--- config.mk ---
export PLATFORM = sky130hd
export DESIGN_NAME = rtacnt_top
export DESIGN_NICKNAME = d
export VERILOG_FILES = /design/src/include/rtacnt_pkg.sv /design/src/include/rtacnt_sync_if.sv /design/src/verilog/rtacnt_cmp_sync.sv /design/src/verilog/rtacnt_top.sv
export VERILOG_INCLUDE_DIRS = /design/src /design/src/include
export SDC_FILE = /design/constraint.sdc
export NUM_CORES = 1
export LEC_CHECK = 0
export ABC_AREA = 0
export ABC_CLOCK_PERIOD_IN_PS = 3200
export BUFFER_PORTS_ARGS = -buffer_cell sky130_fd_sc_hd__buf_2
export CAP_MARGIN = 10
export CELL_PAD_IN_SITES_DETAIL_PLACEMENT = 1
export CELL_PAD_IN_SITES_GLOBAL_PLACEMENT = 2
export CORE_UTILIZATION = 27
export DETAILED_ROUTE_END_ITERATION = 6
export PLACE_DENSITY_LB_ADDON = 0.1
export SLEW_MARGIN = 20
export SYNTH_ARGS = -nofsm -noshare
export SYNTH_HDL_FRONTEND = slang
export SYNTH_SLANG_ARGS = --single-unit
--- constraint.sdc ---
create_clock -name clk -period 3.2 [get_ports clk]
set_input_delay 0.48 -clock clk [delete_from_list [all_inputs] [get_ports clk]]
set_output_delay 0.48 -clock clk [all_outputs]
set_load 0.005 [all_outputs]
--- src/include/rtacnt_defines.svh ---
// Register offsets, field positions, reset values and limits of the ramp/tracking counter
`ifndef RTACNT_DEFINES_SVH
`define RTACNT_DEFINES_SVH

// Register byte addresses
`define RTACNT_ADDR_CTRL 8'h00
`define RTACNT_ADDR_STATUS 8'h04
`define RTACNT_ADDR_COUNT 8'h08

// Control register fields
`define RTACNT_CTRL_CONV_LSB 0
`define RTACNT_CTRL_CONV_MSB 1
`define RTACNT_CTRL_CLEAR_BIT 2
`define RTACNT_CTRL_RESET 2'h0

// Status register fields
`define RTACNT_STAT_STATE_LSB 0
`define RTACNT_STAT_STATE_MSB 1
`define RTACNT_STAT_HALT_BIT 2
`define RTACNT_STAT_DACMODE_BIT 3
`define RTACNT_STAT_DIRDOWN_BIT 4
`define RTACNT_STAT_OVER_BIT 5
`define RTACNT_STAT_CODE_LSB 8
`define RTACNT_STAT_CODE_MSB 15

// Comparator lanes inside the synchroniser
`define RTACNT_CMP_RAMP 0
`define RTACNT_CMP_UPPER 1
`define RTACNT_CMP_LOWER 2
`define RTACNT_CMP_WIDTH 3

// Counter limits
`define RTACNT_FULL_SCALE 8'hff
`define RTACNT_ZERO 8'h00
`define RTACNT_CODE_RESET 8'h00

`endif

--- src/include/rtacnt_pkg.sv ---
// Types shared by the ramp/tracking counter modules
package rtacnt_pkg;

  // Ramp conversion progress, Gray coded along idle, run, done
  typedef enum logic [1:0] {
    RTACNT_ST_IDLE = 2'b00,
    RTACNT_ST_RUN = 2'b01,
    RTACNT_ST_DONE = 2'b11
  } rtacnt_state_t;

  // Source of counting control
  typedef enum logic [1:0] {
    RTACNT_CONV_PINS = 2'b00,
    RTACNT_CONV_RAMP = 2'b01,
    RTACNT_CONV_TRACK = 2'b10,
    RTACNT_CONV_SPARE = 2'b11
  } rtacnt_conv_t;

endpackage

--- src/include/rtacnt_sync_if.sv ---
// Comparator lines, raw and synchronised, between top and synchroniser
interface rtacnt_sync_if;
  logic [2:0] raw;
  logic [2:0] synced;
  modport src (output raw, input synced);
  modport snk (input raw, output synced);
endinterface

--- src/verilog/rtacnt_cmp_sync.sv ---
// Two-stage synchroniser for the comparator lines
`include "rtacnt_defines.svh"
module rtacnt_cmp_sync
  import rtacnt_pkg::*;
(
  input wire logic clk,
  input wire logic sys_rst,
  rtacnt_sync_if.snk cmp
);

  logic [`RTACNT_CMP_WIDTH-1:0] meta_r;
  logic [`RTACNT_CMP_WIDTH-1:0] meta_nxt;
  logic [`RTACNT_CMP_WIDTH-1:0] sync_r;
  logic [`RTACNT_CMP_WIDTH-1:0] sync_nxt;

  // First stage only feeds the second
  always_comb begin
    meta_nxt = cmp.raw;
    sync_nxt = meta_r;
  end

  // Stage registers
  always_ff @(posedge clk) begin
    if (sys_rst) begin
      meta_r <= '0;
      sync_r <= '0;
    end else begin
      meta_r <= meta_nxt;
      sync_r <= sync_nxt;
    end
  end

  assign cmp.synced = sync_r;

endmodule // rtacnt_cmp_sync

--- src/verilog/rtacnt_top.sv ---
// Ramp and tracking converter counter control with register port
//
// Added by the designer: the strobed register port and the register addresses.
`include "rtacnt_defines.svh"
module rtacnt_top
  import rtacnt_pkg::*;
(
  input wire logic clk,
  input wire logic sys_rst,
  input wire logic [7:0] reg_addr,
  input wire logic [31:0] reg_wdata,
  input wire logic reg_wr,
  input wire logic reg_rd,
  output logic [31:0] reg_rdata,
  input wire logic ext_rst_n,
  input wire logic wrap_sel,
  input wire logic count_up_n,
  input wire logic count_down_n,
  input wire logic ramp_comparator,
  input wire logic upper_threshold_comparator,
  input wire logic lower_threshold_comparator,
  input wire logic [7:0] data_port_in,
  output logic [7:0] data_port_out,
  output logic data_port_oe_n,
  output logic [7:0] dac_code,
  output logic conv_done
);

  // One counting step; returns {direction_down, count}
  function automatic logic [8:0] rtacnt_step(
    input logic [7:0] cnt,
    input logic up_n,
    input logic dn_n,
    input logic wrap,
    input logic dir_down
  );
    logic [7:0] nxt;
    logic dir;
    nxt = cnt;
    dir = dir_down;
    if (!up_n && dn_n) begin
      // Count up
      dir = 1'b0;
      if (cnt != `RTACNT_FULL_SCALE) begin
        nxt = cnt + 8'h01;
      end else if (wrap) begin
        nxt = `RTACNT_ZERO;
      end else begin
        nxt = cnt;
      end
    end else if (up_n && !dn_n) begin
      // Count down
      dir = 1'b1;
      if (cnt != `RTACNT_ZERO) begin
        nxt = cnt - 8'h01;
      end else if (wrap) begin
        nxt = `RTACNT_FULL_SCALE;
      end else begin
        nxt = cnt;
      end
    end else if (!up_n && !dn_n && wrap) begin
      // Bounce between the ends
      if (!dir_down) begin
        if (cnt == `RTACNT_FULL_SCALE) begin
          dir = 1'b1;
          nxt = cnt - 8'h01;
        end else begin
          nxt = cnt + 8'h01;
        end
      end else begin
        if (cnt == `RTACNT_ZERO) begin
          dir = 1'b0;
          nxt = cnt + 8'h01;
        end else begin
          nxt = cnt - 8'h01;
        end
      end
    end else begin
      nxt = cnt;
    end
    return {dir, nxt};
  endfunction

  // Comparator synchroniser
  rtacnt_sync_if cmp_if();

  assign cmp_if.raw = {lower_threshold_comparator, upper_threshold_comparator, ramp_comparator};

  rtacnt_cmp_sync rtacnt_cmp_sync_inst (
    .clk(clk),
    .sys_rst(sys_rst),
    .cmp(cmp_if.snk)
  );

  logic ramp_s;
  logic upper_s;
  logic lower_s;

  assign ramp_s = cmp_if.synced[`RTACNT_CMP_RAMP];
  assign upper_s = cmp_if.synced[`RTACNT_CMP_UPPER];
  assign lower_s = cmp_if.synced[`RTACNT_CMP_LOWER];

  // Register port state
  rtacnt_conv_t conv_r;
  rtacnt_conv_t conv_nxt;
  logic sw_clear;
  logic [31:0] rdata_r;
  logic [31:0] rdata_nxt;

  // Counter and conversion state
  rtacnt_state_t state_r;
  rtacnt_state_t state_nxt;
  logic [7:0] count_r;
  logic [7:0] count_nxt;
  logic dir_down_r;
  logic dir_down_nxt;
  logic over_r;
  logic over_nxt;
  logic [7:0] dac_r;
  logic [7:0] dac_nxt;
  logic [7:0] dout_r;
  logic [7:0] dout_nxt;
  logic oe_n_r;
  logic oe_n_nxt;

  // Effective controls after the conversion select
  logic eff_up_n;
  logic eff_dn_n;
  logic eff_wrap;
  logic count_en;
  logic dac_mode;
  logic restart;
  logic [8:0] step;

  // Writes to the control register
  always_comb begin
    conv_nxt = conv_r;
    sw_clear = 1'b0;
    if (reg_wr && reg_addr == `RTACNT_ADDR_CTRL) begin
      conv_nxt = rtacnt_conv_t'(reg_wdata[`RTACNT_CTRL_CONV_MSB:`RTACNT_CTRL_CONV_LSB]);
      sw_clear = reg_wdata[`RTACNT_CTRL_CLEAR_BIT];
    end
  end

  // Counter clears on pin reset or software clear
  assign restart = !ext_rst_n || sw_clear;

  // Pin mode honours the pins; the converter modes force their own controls
  always_comb begin
    eff_up_n = count_up_n;
    eff_dn_n = count_down_n;
    eff_wrap = wrap_sel;
    count_en = 1'b1;
    dac_mode = 1'b0;
    case (conv_r)
      RTACNT_CONV_RAMP: begin
        eff_up_n = 1'b0;
        eff_dn_n = 1'b1;
        eff_wrap = 1'b0;
        count_en = (state_r == RTACNT_ST_RUN) && !ramp_s;
      end
      RTACNT_CONV_TRACK: begin
        eff_up_n = upper_s;
        eff_dn_n = lower_s;
        eff_wrap = 1'b0;
        count_en = upper_s || lower_s;
      end
      default: begin
        dac_mode = !wrap_sel && !count_up_n && !count_down_n;
        count_en = !dac_mode;
      end
    endcase
  end

  assign step = rtacnt_step(count_r, eff_up_n, eff_dn_n, eff_wrap, dir_down_r);

  // Ramp conversion sequence
  always_comb begin
    state_nxt = state_r;
    over_nxt = over_r;
    case (state_r)
      RTACNT_ST_IDLE: begin
        over_nxt = 1'b0;
        if (conv_r == RTACNT_CONV_RAMP && !restart) begin
          state_nxt = RTACNT_ST_RUN;
        end
      end
      RTACNT_ST_RUN: begin
        if (conv_r != RTACNT_CONV_RAMP || restart) begin
          state_nxt = RTACNT_ST_IDLE;
        end else if (ramp_s) begin
          state_nxt = RTACNT_ST_DONE;
        end else if (count_r == `RTACNT_FULL_SCALE) begin
          state_nxt = RTACNT_ST_DONE;
          over_nxt = 1'b1;
        end
      end
      RTACNT_ST_DONE: begin
        if (conv_r != RTACNT_CONV_RAMP || restart) begin
          state_nxt = RTACNT_ST_IDLE;
        end
      end
      default: begin
        state_nxt = RTACNT_ST_IDLE;
      end
    endcase
  end

  // Counter, converter code and data port
  always_comb begin
    count_nxt = count_r;
    dir_down_nxt = dir_down_r;
    if (restart) begin
      count_nxt = `RTACNT_ZERO;
      dir_down_nxt = 1'b0;
    end else if (count_en) begin
      count_nxt = step[7:0];
      dir_down_nxt = step[8];
    end
    // Converter takes the port in data port mode, else the counter
    if (dac_mode) begin
      dac_nxt = data_port_in;
    end else begin
      dac_nxt = count_nxt;
    end
    dout_nxt = count_nxt;
    oe_n_nxt = dac_mode;
  end

  // Read data, one cycle after the strobe
  always_comb begin
    rdata_nxt = 32'h0000_0000;
    if (reg_rd) begin
      if (reg_addr == `RTACNT_ADDR_CTRL) begin
        rdata_nxt[`RTACNT_CTRL_CONV_MSB:`RTACNT_CTRL_CONV_LSB] = conv_r;
      end else if (reg_addr == `RTACNT_ADDR_STATUS) begin
        rdata_nxt[`RTACNT_STAT_STATE_MSB:`RTACNT_STAT_STATE_LSB] = state_r;
        rdata_nxt[`RTACNT_STAT_HALT_BIT] = !count_en;
        rdata_nxt[`RTACNT_STAT_DACMODE_BIT] = dac_mode;
        rdata_nxt[`RTACNT_STAT_DIRDOWN_BIT] = dir_down_r;
        rdata_nxt[`RTACNT_STAT_OVER_BIT] = over_r;
        rdata_nxt[`RTACNT_STAT_CODE_MSB:`RTACNT_STAT_CODE_LSB] = dac_r;
      end else if (reg_addr == `RTACNT_ADDR_COUNT) begin
        rdata_nxt[7:0] = count_r;
      end else begin
        rdata_nxt = 32'h0000_0000;
      end
    end
  end

  // State registers
  always_ff @(posedge clk) begin
    if (sys_rst) begin
      conv_r <= RTACNT_CONV_PINS;
      state_r <= RTACNT_ST_IDLE;
      over_r <= 1'b0;
      count_r <= `RTACNT_ZERO;
      dir_down_r <= 1'b0;
      dac_r <= `RTACNT_CODE_RESET;
      dout_r <= `RTACNT_CODE_RESET;
      oe_n_r <= 1'b0;
      rdata_r <= 32'h0000_0000;
    end else begin
      conv_r <= conv_nxt;
      state_r <= state_nxt;
      over_r <= over_nxt;
      count_r <= count_nxt;
      dir_down_r <= dir_down_nxt;
      dac_r <= dac_nxt;
      dout_r <= dout_nxt;
      oe_n_r <= oe_n_nxt;
      rdata_r <= rdata_nxt;
    end
  end

  // Outputs
  assign reg_rdata = rdata_r;
  assign dac_code = dac_r;
  assign data_port_out = dout_r;
  assign data_port_oe_n = oe_n_r;
  assign conv_done = (state_r == RTACNT_ST_DONE);

endmodule // rtacnt_top

==> results.yml, run 1 <==
setup_path:
  cp_max_fo: 8
  reg2reg_from: "conv_r[0]"
  timing.reg2reg.setup_slack_ns: 0.21
  critical_path.startpoint_type: "register"
  worstPathRequired_ns: 3.43
  timing.reg2reg.worst_path_depth: 12
  timing.critical_path.max_delay_family: "compound AO/OA/AOI/OAI gates"
  slowest_delay_ns: 0.42
  critical_path_class: "reg2reg"
  capturing_element_type_of_the_critical_path: "register"
  timing.critical_path.arrival_ns: 3.22
  cp_num_buf_inv: 2
  crit-reg2reg-capture: "dac_code[2]"
  crit_slowest_cell: "a2111oi_0"
  cp_cell_sequence: "inv_1 -> ha_1 -> a211o_1 -> o21ai_0 -> ha_1 -> and3_1 -> buf_4 -> a21oi_1 -> a2111oi_0 -> o41a_1 -> o21bai_1 -> a21oi_1"
pwr:
  power.density_cell_area_mw_per_mm2: 377
  p_leak_nw: 1.48
  vdd_drop_max_mv: 0.149
clocking:
  clock_insertion_delay_worst_skew_ns: 0.30
  cts.path.max_buffers: 2
  cts_tree: "built"
  postCtsHoldBufs: 0
  cts_made_buffers: 5
  path_clk_slew_ns: 0.09
  cts_repair_resize_count: 0
  root_buffer: "clkbuf_8"
  cts_setup_buffers: 0
  cts_max_level: 2
  clock-sinks: 45
floorplanning:
  starting_density_of_the_core_pct: 28.3
  die_area_sq_mm: 0.0108
  dieWidth_microns: 104
  boundaryPins: 109
  floorplan.rows: 36
  die_h_microns: 104
  floorplan.core_area_sq_mm: 0.00991
yosys:
  postSynthCellCount: 343
  synthesis.area_sq_mm: 0.00281
  async_reset_ff_share_pct: 0
  netlist.area_leader.share_pct: 32.1
  synthMostInstantiatedCell: "dfxtp_1"
  synth_top_cells_by_count: "dfxtp_1 (45), nor2_1 (28), nand2_1 (20)"
  synth_top_area_cell: "dfxtp_1"
  post_synth_edffs: 0
  synthDistinctLibCells: 73
  syn_avg_cell_area_sq_um: 8.19
  synth_top_flop_cell: "dfxtp_1"
  synth.yosys.warnings: 0
  synth.yosys.seq_area_share_pct: 32.1
  ys_seq_elements: 45
  ys_top_cells_by_area: "dfxtp_1 (32%), buf_4 (4.3%), nor2_1 (3.7%)"
placement:
  dp.final_hpwl_microns: 7860
  area_after_detailed_placement_sq_mm: 0.00339
  port_buf_inserts: 63
  finalWeightedCongestion: 0.810
  pre_cts_slack_ns: 0.176
final_layout:
  antenna_cells: 0
  postLayoutCellArea_sq_mm: 0.00350
  layout_nets: 491
  fraction_of_layout_cells_with_a_size_suffix_above_1_pct: 28.9
  area_added_between_synthesis_and_finish_pct: 24.7
sta:
  timing.final.ws_setup_ns: 0.210
  finalHoldViolCount: 0
  drv_slew: 0
  rsz0062_at_grt: "false"
  setup_viol: 0
  clock.fmax_mhz: 334
  final.setup.tns_ns: 0
  min_period_ns: 2.99
  tightest_slew_ns: 0.712
  fin_skew_ns: 0.00767
  final_min_period_over_clock_period_pct: 93.4
  max-slew-margin-rel_pct: 52.1
grt:
  antenna_found_initial: 0
  first_global_vias: 2914
  globalRoute.totalOverflow: 0
  grt_max_degree: 18
  global_route.usage.total_pct: 18.7
  grt_pass1_wl_microns: 15900
detailed_routing:
  routed_wire_length_per_instance_microns: 18.0
  vias_per_cell: 5.11
  drc_errors: 0
  drt_iter0_drc: 82
  num_vias: 2853
  drt_wl_total_microns: 10000
  drt-pass1-iter-count: 4
  ant_nets: 0
outcome:
  run_status: "finished clean"
run:
  timing.max_cap.violations: 0
min_path:
  hp-class: "in2reg"
  timing.hold.worst_path_depth: 2
  holdCritStartpoint: "lower_threshold_comparator"
  worst_hold_path.endpoint: "rtacnt_cmp_sync_inst.meta_r[2]"
==> worst max path at each step <==
stage / slack (ns) / depth (start not counted) / endpoint / from
final: 0.21 / 12 / dac_code[2] / conv_r[0]
after global routing: 0.03 / 12 / dac_code[2] / conv_r[0]
after CTS: 0.15 / 12 / dac_code[2] / conv_r[0]
after detailed placement: 0.18 / 12 / dac_code[2] / conv_r[0]
after global placement: 0.26 / 11 / dac_code[7] / conv_r[0]
after floorplan: 0.47 / 14 / dac_code[2] / conv_r[0]
==> cell type report <==
cell class,instances,area (sq um)
Clock buffer,5,68.8
Clock inverter,3,43.8
Fill cell,1243,6410
Inverter,12,45.0
Multi-Input combinational cell,264,1710
Sequential cell,45,901
Tap cell,133,166
Timing Repair Buffer,96,563
==> placed cells by master (no fill, tap or decap), types with 4 or more instances in the layout <==
master / count
mux2i_1: 4
nor3_1: 12
nor2_1: 28
inv_1: 12
a31oi_1: 11
clkbuf_8: 5
nand3_1: 9
nand2_1: 20
ha_1: 7
nand2b_1: 4
a22oi_1: 8
dfxtp_1: 45
o21ai_0: 16
buf_4: 33
nor2b_1: 11
o21a_1: 6
buf_2: 63
a21oi_1: 19
conb_1: 16
and2_1: 10
==> cells by family after synthesis <==
| logic type | share of synthesized area, % |
|---|---|
| AO/OA/AOI/OAI | 26.5 |
| buffers and inverters | 9.04 |
| XOR/XNOR | 1.25 |
| flip-flops | 32.1 |
| multiplexers | 1.43 |
| other | 0.134 |
| AND/OR/NAND/NOR | 26.1 |
| adder cells (fa/ha/maj) | 3.56 |
==> flip-flops by register name, indices dropped and copies added (netlist names) <==
name,count
conv_r,2
state_r,2
reg_rdata,16
data_port_oe_n,1
dac_code,8
over_r,1
rtacnt_cmp_sync_inst.cmp.synced,3
data_port_out,8
rtacnt_cmp_sync_inst.meta_r,3
dir_down_r,1
==> power by group <==
group | switching, mW | internal, mW | leakage [nW]
clock | 0.208 | 0.234 | 0.0585
sequential | 0.0197 | 0.575 | 0.366
combinational | 0.159 | 0.123 | 1.06
total | 0.386 | 0.933 | 1.48
==> through the flow <==
step	utilization, %	power, mW	std cells	hold WS (ns)
global placement	34.2	0.887	550	0.419
detailed placement	34.2	0.890	550	0.427
CTS	35.3	1.33	558	0.381
finish	35.3	1.32	558	0.383
floorplan	-	0.781	358	0.414
global route	35.3	1.39	558	0.379
==> metal layers <==
metal / part of all wire (%) / GRT usage, % / vias up
met5: 0 / 0 / -
met4: 1.2 / 3.78 / 0
met3: 4.2 / 2.63 / 10
met2: 49 / 32.1 / 66
met1: 46 / 24.9 / 1391
li1: - / - / 1386
Note: power is estimated with default switching activity, not from simulation.
==> run 2: changes to the inputs <==
- CORE_MARGIN: not set -> 4
==> run 2 against run 1 <==
Against the previous run: register-to-register slack is essentially flat; first-iteration DRC count grew 24%; setup slack lost 0.00052 ns; non-clock buffer count shrank 5; clock-buffer cell count is the same; total power shrank 5.6%; clock power shrank 14%; sequential cell count is the same; via count shrank 0.95%; cell count shrank 0.90%; critical path type unchanged; combinational power shrank 5%; largest cell class unchanged.
==> results.yml, run 2 (same netlist as run 1, synthesis figures left out) <==
sta:
  tightest_slew_ns: 0.869
  finalHoldViolCount: 0
  drv_slew: 0
  fin_skew_ns: 0.0146
  setup_viol: 0
  rsz0062_at_grt: "false"
  max-slew-margin-rel_pct: 42.0
  final_min_period_over_clock_period_pct: 93.4
  final.setup.tns_ns: 0
  timing.final.ws_setup_ns: 0.210
  min_period_ns: 2.99
  clock.fmax_mhz: 334
clocking:
  clock_insertion_delay_worst_skew_ns: 0.31
  cts_repair_resize_count: 0
  clock-sinks: 45
  postCtsHoldBufs: 0
  root_buffer: "clkbuf_8"
  cts_setup_buffers: 0
  cts.path.max_buffers: 2
  cts_max_level: 2
  cts_tree: "built"
  path_clk_slew_ns: 0.10
  cts_made_buffers: 5
grt:
  globalRoute.totalOverflow: 0
  grt_pass1_wl_microns: 15600
  grt_max_degree: 20
  antenna_found_initial: 0
  global_route.usage.total_pct: 16.7
  first_global_vias: 2904
final_layout:
  postLayoutCellArea_sq_mm: 0.00344
  max_reg_flops: 16
  fraction_of_layout_cells_with_a_size_suffix_above_1_pct: 27.9
  area_added_between_synthesis_and_finish_pct: 22.5
  mostFrequentLayoutCells: "buf_2 (63), dfxtp_1 (45), nor2_1 (28), buf_4 (28), nand2_1 (20)"
  layout_nets: 486
  layout.filler_cells: 1229
  antenna_cells: 0
  mostFrequentLayoutCell: "buf_2"
  finalNonFillerCells: 553
detailed_routing:
  num_vias: 2826
  ant_nets: 0
  routed_wire_length_per_instance_microns: 18.0
  vias_per_cell: 5.11
  drt-pass1-iter-count: 4
  drc_errors: 0
  drt_iter0_drc: 102
  drt_wl_total_microns: 9950
setup_path:
  cp_max_fo: 6
  cp_cell_sequence: "inv_1 -> ha_1 -> a211o_1 -> o21ai_0 -> ha_1 -> and3_1 -> buf_4 -> a21oi_1 -> a2111oi_0 -> o41a_1 -> o21bai_1 -> a21oi_1"
  capturing_element_type_of_the_critical_path: "register"
  timing.critical_path.arrival_ns: 3.24
  worstPathRequired_ns: 3.45
  critical_path_class: "reg2reg"
  slowest_delay_ns: 0.43
  critical_path.startpoint_type: "register"
  crit_slowest_cell: "a2111oi_0"
pwr:
  power_mw: 1.25
  p_leak_nw: 1.45
  power.density_cell_area_mw_per_mm2: 362
  vdd_drop_max_mv: 0.145
floorplanning:
  die_h_microns: 110
  dieWidth_microns: 110
  floorplan.core_area_sq_mm: 0.00995
  boundaryPins: 109
  floorplan.rows: 36
  starting_density_of_the_core_pct: 28.2
  die_area_sq_mm: 0.0121
placement:
  finalWeightedCongestion: 0.790
  dp.final_hpwl_microns: 7810
  area_after_detailed_placement_sq_mm: 0.00335
  port_buf_inserts: 63
  pre_cts_slack_ns: 0.197
  dp_cells: 545
min_path:
  hp-class: "in2reg"
outcome:
  run_status: "finished clean"
run:
  timing.max_cap.violations: 0
==> run 2: changes by cell type in the layout (fill, tap and decap cells not counted) <==
cell,delta
buf_4,-5
a2111oi_0,+1
a2111oi_1,-1
bufinv_16,-1
clkinv_2,-1
clkinv_4,+1
clkinvlp_4,+1
ha_1,+1
ha_2,-1
==> run 2: worst paths after layout <==
check / start / to / slack, ns / cells past startpoint
setup / recovery: conv_r[0] / dac_code[2] / 0.21 / 12
hold / removal: ramp_comparator / rtacnt_cmp_sync_inst.meta_r[0] / 0.38 / 2
setup reg to reg: conv_r[0] / dac_code[2] / 0.21 / 12
hold reg to reg: rtacnt_cmp_sync_inst.meta_r[0] / rtacnt_cmp_sync_inst.cmp.synced[0] / 0.45 / 1
==> run 2: area by class of cell <==
type                       count  area (sq um)  area share (%)
clock buffer                   5          68.8            2.00
clock inverter                 3          25.0           0.727
inverter                      12          45.0            1.31
multi-input combinational    264          1710            49.7
sequential                    45           901            26.2
tap                          133           166            4.83
timing repair buffer          91           526            15.3
==> run 2: through the flow <==
| stage | utilization [%] | hold slack (ns) |
|---|---|---|
| 2_1_floorplan | - | 0.414 |
| 3_3_place_gp | 33.6 | 0.419 |
| 3_5_place_dp | 33.6 | 0.430 |
| 4_1_cts | 34.6 | 0.375 |
| 5_1_grt | 34.6 | 0.379 |
| 6_report | 34.6 | 0.377 |
==> run 2: worst max-delay path: cells and delay by family, from the launching register on <==
family          cells  cell delay (ns)
buf+inv             2             0.21
fa+ha+maj           2             0.61
compound gates      7             1.43
flops               1             0.34
simple gates        1             0.32
==> run 2: where the power goes <==
group	internal (mW)	switching, mW	leakage, nW
Clock	0.158	0.221	0.0447
Sequential	0.575	0.0217	0.366
Combinational	0.116	0.153	1.04
==> run 2: routing by layer <==
metal | part of all wire (%) | track usage [%] | vias up
li1 | - | - | 1378
met1 | 47 | 22.8 | 1380
met3 | 3.7 | 2.33 | 9
met2 | 48 | 28.4 | 59
met4 | 0.79 | 2.49 | 0
met5 | 0 | 0 | -
